===== src/design/motion_status_pkg.sv =====
// Shared constants and carriers for the host status word bank
package motion_status_pkg;
  localparam int WORD_W      = 16;
  localparam int ADDR_W      = 8;
  localparam int AXIS_CNT    = 4;
  localparam int AXIS_IDX_W  = 2;
  localparam int TASK_CNT    = 5;
  localparam int DIN_CNT     = 24;
  localparam int DIN_LO_CNT  = 8;
  localparam int DOUT_CNT    = 16;
  localparam int AX_BYTE_W   = 8;
  localparam int CFG_FIELD_W = 2;
  localparam int SYNC_W      = DIN_CNT + 2 * AXIS_CNT;

  // Word offsets
  localparam logic [ADDR_W-1:0] OFS_UNIT     = 8'h02;
  localparam logic [ADDR_W-1:0] OFS_DIN_HI   = 8'h03;
  localparam logic [ADDR_W-1:0] OFS_DOUT     = 8'h04;
  localparam logic [ADDR_W-1:0] OFS_AX01     = 8'h05;
  localparam logic [ADDR_W-1:0] OFS_AX23     = 8'h06;
  localparam logic [ADDR_W-1:0] OFS_IRQ_STAT = 8'h10;
  localparam logic [ADDR_W-1:0] OFS_IRQ_MASK = 8'h11;
  localparam logic [ADDR_W-1:0] OFS_FERR_CLR = 8'h12;
  localparam logic [ADDR_W-1:0] OFS_CFG_BASE = 8'h20;
  localparam logic [ADDR_W-1:0] CFG_SPAN     = 8'h10;

  // Unit word fields
  localparam int BIT_RUN    = 0;
  localparam int BIT_SERVO  = 1;
  localparam int BIT_TASK0  = 2;
  localparam int BIT_XFER   = 7;
  localparam int BIT_DIN_LO = 8;

  // Axis byte fields
  localparam int AX_WARN   = 0;
  localparam int AX_FWD_HW = 1;
  localparam int AX_REV_HW = 2;
  localparam int AX_HOME   = 3;
  localparam int AX_HOLD   = 4;
  localparam int AX_FERR   = 5;
  localparam int AX_FWD_SW = 6;
  localparam int AX_REV_SW = 7;

  // Config fields inside one axis slot
  localparam logic [CFG_FIELD_W-1:0] CFG_WARN   = 2'h0;
  localparam logic [CFG_FIELD_W-1:0] CFG_ERR    = 2'h1;
  localparam logic [CFG_FIELD_W-1:0] CFG_SW_FWD = 2'h2;
  localparam logic [CFG_FIELD_W-1:0] CFG_SW_REV = 2'h3;

  // Interrupt status bits
  localparam int IRQ_SERVO  = 0;
  localparam int IRQ_FERR   = 1;
  localparam int IRQ_HW_LIM = 2;
  localparam int IRQ_SW_LIM = 3;
  localparam int IRQ_W      = 4;

  localparam logic [WORD_W-1:0] WORD_ZERO  = 16'h0000;
  localparam logic [WORD_W-1:0] WARN_RST   = 16'hFFFF;
  localparam logic [WORD_W-1:0] ERR_RST    = 16'hFFFF;
  localparam logic [WORD_W-1:0] SW_FWD_RST = 16'h7FFF;
  localparam logic [WORD_W-1:0] SW_REV_RST = 16'h8000;

  typedef struct packed {
    logic [WORD_W-1:0]        warn_lim;
    logic [WORD_W-1:0]        err_lim;
    logic signed [WORD_W-1:0] sw_fwd;
    logic signed [WORD_W-1:0] sw_rev;
  } axis_cfg_t;

  typedef struct packed {
    logic [WORD_W-1:0]        err_mag;
    logic signed [WORD_W-1:0] pos;
    logic                     home_busy;
    logic                     hold;
  } axis_live_t;

  typedef struct packed {
    logic                   hit;
    logic [AXIS_IDX_W-1:0]  axis;
    logic [CFG_FIELD_W-1:0] field;
  } cfg_sel_t;

  localparam axis_cfg_t CFG_RST = '{
    warn_lim: WARN_RST, err_lim: ERR_RST, sw_fwd: SW_FWD_RST, sw_rev: SW_REV_RST};
endpackage


===== src/design/pin_sync.sv =====
// Two-stage synchroniser for pin-level inputs
`timescale 1ns/1ps
module pin_sync #(
  parameter int W = 8
) (
  input  wire logic         core_clk_i,
  input  wire logic         arst_n_i,
  input  wire logic [W-1:0] pin_i,
  output logic      [W-1:0] sync_o
);
  typedef struct packed {
    logic [W-1:0] meta;
    logic [W-1:0] safe;
  } sync_state_t;

  sync_state_t st_reg;
  sync_state_t st_next;

  always_comb begin
    st_next.meta = pin_i;
    st_next.safe = st_reg.meta;
  end

  always_ff @(posedge core_clk_i or negedge arst_n_i) begin
    if (!arst_n_i) begin
      st_reg <= '0;
    end else begin
      st_reg <= st_next;
    end
  end

  assign sync_o = st_reg.safe;
endmodule


===== src/design/axis_flag_builder.sv =====
// Combinational flag byte for one axis
`timescale 1ns/1ps
module axis_flag_builder (
  input  motion_status_pkg::axis_cfg_t              cfg_i,
  input  motion_status_pkg::axis_live_t             live_i,
  input  wire logic                                 fwd_hw_i,
  input  wire logic                                 rev_hw_i,
  input  wire logic                                 ferr_latched_i,
  output logic [motion_status_pkg::AX_BYTE_W-1:0]   flags_o,
  output logic                                      ferr_over_o
);
  import motion_status_pkg::*;

  assign ferr_over_o = live_i.err_mag > cfg_i.err_lim;

  always_comb begin
    flags_o            = '0;
    flags_o[AX_WARN]   = live_i.err_mag > cfg_i.warn_lim;
    flags_o[AX_FWD_HW] = fwd_hw_i;
    flags_o[AX_REV_HW] = rev_hw_i;
    flags_o[AX_HOME]   = live_i.home_busy;
    flags_o[AX_HOLD]   = live_i.hold;
    flags_o[AX_FERR]   = ferr_latched_i | ferr_over_o;
    flags_o[AX_FWD_SW] = live_i.pos > cfg_i.sw_fwd;
    flags_o[AX_REV_SW] = live_i.pos < cfg_i.sw_rev;
  end
endmodule


===== src/design/motion_status_bank.sv =====
// Host-visible status word bank of the motion unit
`timescale 1ns/1ps
//
// Operation
// Unit word bit 0 is high while the unit runs.
// Unit word bit 1 is high while any motion or servo error exists.
// Unit word bits 2 to 6 show tasks one to five active.
// Unit word bit 7 is high during a host data exchange.
// Unit word bits 8 to 15 mirror digital inputs 0 to 7.
// Second word carries digital inputs 8 to 23, lowest in bit 0.
// Third word carries digital outputs 0 to 15, lowest in bit 0.
// Axis bit 0 set when position error exceeds warning threshold.
// Axis bit 1 set while forward travel limit input is active.
// Axis bit 2 set while reverse travel limit input is active.
// Axis bit 3 high while a home search runs on that axis.
// Axis bit 4 set while a motion hold is asserted.
// Axis bit 5 set once position error passed the hard limit.
// Axis bit 6 set when position passed forward software limit.
// Axis bit 7 set when position passed reverse software limit.
// Word at offset six holds axis 2 low byte, axis 3 high.
// Another word holds axis 0 low byte, axis 1 high.
// Host supplies two command words at base and base plus one; this bank decodes and stores no command words.
// Status words refresh from live state each cycle; host cannot write.
module motion_status_bank (
  input  wire logic                                        core_clk_i,
  input  wire logic                                        arst_n_i,
  input  wire logic [motion_status_pkg::ADDR_W-1:0]        reg_addr_i,
  input  wire logic [motion_status_pkg::WORD_W-1:0]        reg_wdata_i,
  input  wire logic                                        reg_wr_i,
  input  wire logic                                        reg_rd_i,
  output logic      [motion_status_pkg::WORD_W-1:0]        reg_rdata_o,
  output logic                                             irq_o,
  input  wire logic                                        unit_run_i,
  input  wire logic                                        servo_err_i,
  input  wire logic [motion_status_pkg::TASK_CNT-1:0]      task_active_i,
  input  wire logic                                        xfer_busy_i,
  input  wire logic [motion_status_pkg::DIN_CNT-1:0]       din_pin_i,
  input  wire logic [motion_status_pkg::DOUT_CNT-1:0]      dout_state_i,
  input  wire logic [motion_status_pkg::AXIS_CNT-1:0]      fwd_limit_pin_i,
  input  wire logic [motion_status_pkg::AXIS_CNT-1:0]      rev_limit_pin_i,
  input  motion_status_pkg::axis_live_t [motion_status_pkg::AXIS_CNT-1:0] axis_live_i
);
  import motion_status_pkg::*;

  typedef struct packed {
    logic [WORD_W-1:0]               w_unit;
    logic [WORD_W-1:0]               w_din_hi;
    logic [WORD_W-1:0]               w_dout;
    logic [WORD_W-1:0]               w_ax01;
    logic [WORD_W-1:0]               w_ax23;
    logic [AXIS_CNT-1:0]             ferr_latch;
    logic [IRQ_W-1:0]                irq_stat;
    logic [IRQ_W-1:0]                irq_mask;
    axis_cfg_t [AXIS_CNT-1:0]        cfg;
    logic [WORD_W-1:0]               rdata;
  } bank_state_t;

  localparam bank_state_t ST_RST = '{
    w_unit:     WORD_ZERO,
    w_din_hi:   WORD_ZERO,
    w_dout:     WORD_ZERO,
    w_ax01:     WORD_ZERO,
    w_ax23:     WORD_ZERO,
    ferr_latch: '0,
    irq_stat:   '0,
    irq_mask:   '0,
    cfg:        {AXIS_CNT{CFG_RST}},
    rdata:      WORD_ZERO
  };

  bank_state_t                  st_reg;
  bank_state_t                  st_next;
  logic [SYNC_W-1:0]            pin_raw;
  logic [SYNC_W-1:0]            pin_safe;
  logic [DIN_CNT-1:0]           din_sync;
  logic [AXIS_CNT-1:0]          fwd_sync;
  logic [AXIS_CNT-1:0]          rev_sync;
  logic [AX_BYTE_W-1:0]         ax_byte [AXIS_CNT];
  logic [AXIS_CNT-1:0]          ferr_over;
  logic [WORD_W-1:0]            unit_word;
  logic [WORD_W-1:0]            ax01_word;
  logic [WORD_W-1:0]            ax23_word;
  logic [AXIS_CNT-1:0]          hw_now;
  logic [AXIS_CNT-1:0]          hw_was;
  logic [AXIS_CNT-1:0]          sw_now;
  logic [AXIS_CNT-1:0]          sw_was;
  logic [IRQ_W-1:0]             irq_event;
  cfg_sel_t                     wr_sel;
  cfg_sel_t                     rd_sel;

  // Maps an address onto one axis configuration slot
  function automatic cfg_sel_t cfg_decode(input logic [ADDR_W-1:0] a);
    cfg_sel_t             s;
    logic [ADDR_W-1:0]    rel;
    rel     = a - OFS_CFG_BASE;
    s.hit   = (a >= OFS_CFG_BASE) && (rel < CFG_SPAN);
    s.axis  = rel[CFG_FIELD_W +: AXIS_IDX_W];
    s.field = rel[CFG_FIELD_W-1:0];
    return s;
  endfunction

  // Reads one field of an axis configuration slot
  function automatic logic [WORD_W-1:0] cfg_field(
    input axis_cfg_t              c,
    input logic [CFG_FIELD_W-1:0] f
  );
    logic [WORD_W-1:0] v;
    v = WORD_ZERO;
    case (f)
      CFG_WARN:   v = c.warn_lim;
      CFG_ERR:    v = c.err_lim;
      CFG_SW_FWD: v = c.sw_fwd;
      CFG_SW_REV: v = c.sw_rev;
      default:    v = WORD_ZERO;
    endcase
    return v;
  endfunction

  // Limit switches and digital inputs come straight from pins
  assign pin_raw = {rev_limit_pin_i, fwd_limit_pin_i, din_pin_i};

  pin_sync #(
    .W (SYNC_W)
  ) u_pin_sync (
    .core_clk_i (core_clk_i),
    .arst_n_i   (arst_n_i),
    .pin_i      (pin_raw),
    .sync_o     (pin_safe)
  );

  assign din_sync = pin_safe[DIN_CNT-1:0];
  assign fwd_sync = pin_safe[DIN_CNT +: AXIS_CNT];
  assign rev_sync = pin_safe[DIN_CNT + AXIS_CNT +: AXIS_CNT];

  genvar gi;
  generate
    for (gi = 0; gi < AXIS_CNT; gi++) begin : g_axis
      axis_flag_builder u_axis (
        .cfg_i          (st_reg.cfg[gi]),
        .live_i         (axis_live_i[gi]),
        .fwd_hw_i       (fwd_sync[gi]),
        .rev_hw_i       (rev_sync[gi]),
        .ferr_latched_i (st_reg.ferr_latch[gi]),
        .flags_o        (ax_byte[gi]),
        .ferr_over_o    (ferr_over[gi])
      );
      assign hw_now[gi] = ax_byte[gi][AX_FWD_HW] | ax_byte[gi][AX_REV_HW];
      assign sw_now[gi] = ax_byte[gi][AX_FWD_SW] | ax_byte[gi][AX_REV_SW];
    end
  endgenerate

  assign ax01_word = {ax_byte[1], ax_byte[0]};
  assign ax23_word = {ax_byte[3], ax_byte[2]};

  // Previous levels, taken from the words the host last saw
  always_comb begin
    for (int i = 0; i < AXIS_CNT; i++) begin
      if (i < AXIS_CNT / 2) begin
        hw_was[i] = st_reg.w_ax01[i * AX_BYTE_W + AX_FWD_HW]
                  | st_reg.w_ax01[i * AX_BYTE_W + AX_REV_HW];
        sw_was[i] = st_reg.w_ax01[i * AX_BYTE_W + AX_FWD_SW]
                  | st_reg.w_ax01[i * AX_BYTE_W + AX_REV_SW];
      end else begin
        hw_was[i] = st_reg.w_ax23[(i - AXIS_CNT / 2) * AX_BYTE_W + AX_FWD_HW]
                  | st_reg.w_ax23[(i - AXIS_CNT / 2) * AX_BYTE_W + AX_REV_HW];
        sw_was[i] = st_reg.w_ax23[(i - AXIS_CNT / 2) * AX_BYTE_W + AX_FWD_SW]
                  | st_reg.w_ax23[(i - AXIS_CNT / 2) * AX_BYTE_W + AX_REV_SW];
      end
    end
  end

  always_comb begin
    unit_word                           = WORD_ZERO;
    unit_word[BIT_RUN]                  = unit_run_i;
    unit_word[BIT_SERVO]                = servo_err_i | (|st_reg.ferr_latch);
    unit_word[BIT_TASK0 +: TASK_CNT]    = task_active_i;
    unit_word[BIT_XFER]                 = xfer_busy_i;
    unit_word[BIT_DIN_LO +: DIN_LO_CNT] = din_sync[DIN_LO_CNT-1:0];
  end

  // Rising conditions that raise interrupt status
  always_comb begin
    irq_event             = '0;
    irq_event[IRQ_SERVO]  = unit_word[BIT_SERVO] & ~st_reg.w_unit[BIT_SERVO];
    irq_event[IRQ_FERR]   = |(ferr_over & ~st_reg.ferr_latch);
    irq_event[IRQ_HW_LIM] = |(hw_now & ~hw_was);
    irq_event[IRQ_SW_LIM] = |(sw_now & ~sw_was);
  end

  assign wr_sel = cfg_decode(reg_addr_i);
  assign rd_sel = cfg_decode(reg_addr_i);

  always_comb begin
    st_next = st_reg;

    // Host view refreshes every cycle; writes to these words are dropped
    st_next.w_unit   = unit_word;
    st_next.w_din_hi = din_sync[DIN_CNT-1:DIN_LO_CNT];
    st_next.w_dout   = dout_state_i;
    st_next.w_ax01   = ax01_word;
    st_next.w_ax23   = ax23_word;

    // Hard-limit latch: new excess wins over a same-cycle clear
    if (reg_wr_i && (reg_addr_i == OFS_FERR_CLR)) begin
      st_next.ferr_latch = st_reg.ferr_latch & ~reg_wdata_i[AXIS_CNT-1:0];
    end
    st_next.ferr_latch = st_next.ferr_latch | ferr_over;

    if (reg_wr_i && (reg_addr_i == OFS_IRQ_MASK)) begin
      st_next.irq_mask = reg_wdata_i[IRQ_W-1:0];
    end

    if (reg_wr_i && wr_sel.hit) begin
      case (wr_sel.field)
        CFG_WARN:   st_next.cfg[wr_sel.axis].warn_lim = reg_wdata_i;
        CFG_ERR:    st_next.cfg[wr_sel.axis].err_lim  = reg_wdata_i;
        CFG_SW_FWD: st_next.cfg[wr_sel.axis].sw_fwd   = reg_wdata_i;
        CFG_SW_REV: st_next.cfg[wr_sel.axis].sw_rev   = reg_wdata_i;
        default:    st_next.cfg[wr_sel.axis].warn_lim = st_reg.cfg[wr_sel.axis].warn_lim;
      endcase
    end

    // Read of status clears it, but an event in that cycle survives
    if (reg_rd_i && (reg_addr_i == OFS_IRQ_STAT)) begin
      st_next.irq_stat = '0;
    end
    st_next.irq_stat = st_next.irq_stat | irq_event;

    // Read data stand only in the cycle after the strobe
    st_next.rdata = WORD_ZERO;
    if (reg_rd_i) begin
      if (rd_sel.hit) begin
        st_next.rdata = cfg_field(st_reg.cfg[rd_sel.axis], rd_sel.field);
      end else begin
        case (reg_addr_i)
          OFS_UNIT:     st_next.rdata = st_reg.w_unit;
          OFS_DIN_HI:   st_next.rdata = st_reg.w_din_hi;
          OFS_DOUT:     st_next.rdata = st_reg.w_dout;
          OFS_AX01:     st_next.rdata = st_reg.w_ax01;
          OFS_AX23:     st_next.rdata = st_reg.w_ax23;
          OFS_IRQ_STAT: st_next.rdata = {{(WORD_W - IRQ_W){1'b0}}, st_reg.irq_stat};
          OFS_IRQ_MASK: st_next.rdata = {{(WORD_W - IRQ_W){1'b0}}, st_reg.irq_mask};
          OFS_FERR_CLR: st_next.rdata = {{(WORD_W - AXIS_CNT){1'b0}}, st_reg.ferr_latch};
          default:      st_next.rdata = WORD_ZERO;
        endcase
      end
    end
  end

  always_ff @(posedge core_clk_i or negedge arst_n_i) begin
    if (!arst_n_i) begin
      st_reg <= ST_RST;
    end else begin
      st_reg <= st_next;
    end
  end

  assign reg_rdata_o = st_reg.rdata;
  assign irq_o       = |(st_reg.irq_stat & st_reg.irq_mask);
endmodule


===== config.mk =====
export PLATFORM = sky130hd
export DESIGN_NAME = motion_status_bank
export DESIGN_NICKNAME = d
export VERILOG_FILES = /design/src/design/motion_status_pkg.sv /design/src/design/pin_sync.sv /design/src/design/axis_flag_builder.sv /design/src/design/motion_status_bank.sv
export SDC_FILE = /design/constraint.sdc
export NUM_CORES = 1
export LEC_CHECK = 0
export BUFFER_PORTS_ARGS = -buffer_cell sky130_fd_sc_hd__buf_4
export CORE_UTILIZATION = 29
export CTS_CLUSTER_DIAMETER = 40
export DETAILED_ROUTE_END_ITERATION = 10
export PLACE_DENSITY_LB_ADDON = 0.08
export SETUP_SLACK_MARGIN = 0.3
export SLEW_MARGIN = 20
export SYNTH_ARGS = -nofsm -noshare
export SYNTH_HDL_FRONTEND = slang
export SYNTH_HIERARCHICAL = 1
export SYNTH_SLANG_ARGS = --single-unit

===== constraint.sdc =====
create_clock -name core_clk_i -period 6.32 [get_ports core_clk_i]
set_clock_uncertainty 0.05 [all_clocks]
set_input_delay 0.316 -clock core_clk_i [delete_from_list [all_inputs] [get_ports core_clk_i]]
set_output_delay 0.316 -clock core_clk_i [all_outputs]
set_load 0.05 [all_outputs]

==> impl_results.md <==
- Critical path required time: 6.81 ns
- Synthesized instance count: 2,040
- Post-synth EDFFs: 0
- Yosys reg bits: 428
- Worst-margin pin slew: 1.08 ns
- Initial drt markers: about 980
- First-pass GRT wire length: 131,000 µm
- Initial core utilization: 29.3%
- Hold Path Class: input port to flop
- PD cells: 293 nW/µm²
- Root Buffer: clkbuf_16
- Die footprint: 87,200 µm²
- Critical Path AT: 3.54 ns
- Peak Freq: 328 MHz
- Number of cells on the worst hold path: 2
- Most frequent cells in the layout: inv_1, ha_1, buf_4
- Worst r2r dst: st_reg[279]$_DFF_PN0_
- Final Util: 37.1%
- DRT antenna net count: 0
- Ranking of synthesized cells by area: dfrtp_1, dfstp_2, ha_1, mux2_2, mux2_4
- FP Rows: 107
- Kind of critical path: flop to flop
- Reg2reg path depth: 12
- Non-Filler Instances: 3,576
- P&R area growth vs syn: 26.8%
- Worst Setup Start Kind: flop
- Worst Slack Setup Final: 3.27 ns
- DRC: 0
- Seq/Total Area, Yosys: approximately 44%
- RSZ-0062 raised after global routing: no
- RD Place Congestion: 0.917
- Mean area per synthesized cell: 12.2 µm²
- Final setup fails: 0
- DIE WIDTH: 295 µm
- Top FF cell, synth: dfrtp_1
- Asr flop ratio synth: 100%
- Pre-Repair DR Iteration Count: 5
- Post-detailed-route wirelength per cell: 25.7 µm
- Place WS: 2.89 ns
- Hold Vio Cnt, Final: 0
- Leak: between 0.01 and 0.015 µW
- H-tree Lvls: 3
- Area leader, netlist: dfrtp_1
- Yosys Warn Count: 6
- CTS Buffer Depth: 3
- Most common cell after layout, fill and taps aside: inv_1
- Top Ports: 237
- Clock sinks: 428
- Port bufs: around 240
- Core footprint: 85,100 µm²
- Layout cells sized above 1: 40.8%
- Crit path time final: 3.05 ns
- Die Y: 295 µm
- Worst IR drop on VDD: 0.000207 V
- Largest driver fanout on the critical path: 3
- R2r setup slk: 3.27 ns
- Grt ovf: 0
- PostCTS Resize Cnt: 0
- Total negative slack: 0 ns
- Antenna violations before repair: 4
- Slew headroom: 28.0%
- Clock slew at reported path FFs: roughly 0.05 ns
- Status: completed
- Gr usage total: 21.2%
- DR vias/cell: 4.89
- Max Cap Viol: 0
- Hpwl dp: 71,200 µm
- CTS tree: yes
- Post-synth cell types: 67
- Vias in the first global route: 18.5k
- Hold_sp: reg_wdata_i[7]
- Fin crit share: 48.2%
- Mapped Nets: 2,513
- Crit end category: flop
- Yosys top cell area share: 23.7%
- Via count: roughly 17k
- Largest net degree at the start of global routing: roughly 150
- Max Transition Viols Final: 0
- Drt total wl: 91,800 µm
- Final nets: 2,824
- Cells after DPL: about 3.3k
- Inserted Clock Buffers: 92
- Post-Synthesis Cell Area: 25,000 µm²
- Insertion delay to the later sink of the worst-skew pair: 0.64 ns
[area by class of cell]
cell class | instances | area (µm²)
diodes | 2 | 5.00
clock buffers | 112 | 2520
clock inverters | 61 | 807
fillers | 8351 | 53500
inverters | 271 | 1020
multi-input cells | 1229 | 12200
flip-flops and latches | 428 | 11000
well taps | 1144 | 1430
repair buffers | 329 | 2730
[layer usage]
metal / vias up / global-route usage (%) / routed length, µm
li1: 7979 / - / -
met1: 8955 / 27.4 / 39600
met2: 438 / 36.2 / 45900
met3: 120 / 3.49 / 3970
met4: 4 / 5.85 / 2320
met5: - / 0 / 24
[worst max-delay path, cell delays in order (launching register included)]
cell	delay, ns
dfrtp_1	0.37
inv_1	0.05
ha_1	0.30
a211oi_1	0.23
o21ai_0	0.23
a41oi_1	0.43
o311ai_0	0.17
mux2i_1	0.33
nor2_1	0.09
nor3_1	0.39
nor4_1	0.11
buf_4	0.16
nand2_1	0.05
[cells by family after synthesis]
kind of cell | after synthesis | synth area share (%)
fa+ha+maj | 253 | 12.7
xor+xnor | 1 | 0.0652
flops | 428 | 43.9
compound gates | 300 | 7.99
mux | 360 | 20.6
simple gates | 315 | 7.46
buf+inv | 383 | 7.35
[per-stage QoR]
step	total power [µW]	hold WS [ns]	cell area, µm²
CTS	9390	0.00998	31500
detailed placement	4130	0.285	27600
finish	9270	0.0395	31600
global route	9630	0.0217	31600
floorplan	3630	-0.0296	25000
global placement	4110	0.283	27500
[what timing repair did]
item                      CTS  global route
hold endpoints to repair   90             0
hold buffers               66             0
buffers inserted            0             0
[how the worst max path moves through the flow]
stage | to | slack, ns | cells after the start
floorplan | st_reg[279]$_DFF_PN0_ | 4.03 | 10
global placement | flop | 2.89 | 5
global route | st_reg[279]$_DFF_PN0_ | 3.19 | 12
CTS | st_reg[279]$_DFF_PN0_ | 3.26 | 12
finish | st_reg[279]$_DFF_PN0_ | 3.27 | 12
detailed placement | flop | 2.89 | 5
[Yosys cell counts (15+ instances only)]
cell type	count
a21o_1	20
a21oi_1	98
a22oi_1	49
and2_1	20
buf_1	15
buf_2	27
buf_4	35
clkbuf_1	17
dfrtp_1	236
dfstp_2	192
ha_1	253
inv_1	271
mux2_2	172
mux2_4	100
mux2i_1	16
mux4_2	64
nand2_1	73
nand3_1	39
nand4_1	42
nor2_1	42
nor2b_1	16
nor3_1	20
o21ai_0	36
[report_power, final]
| group | internal [µW] | switching (µW) |
|---|---|---|
| Sequential | 2950 | 131 |
| Clock | 3450 | 1700 |
| Combinational | 469 | 572 |
| Total | 6860 | 2400 |
(Power assumes the default switching activity.)
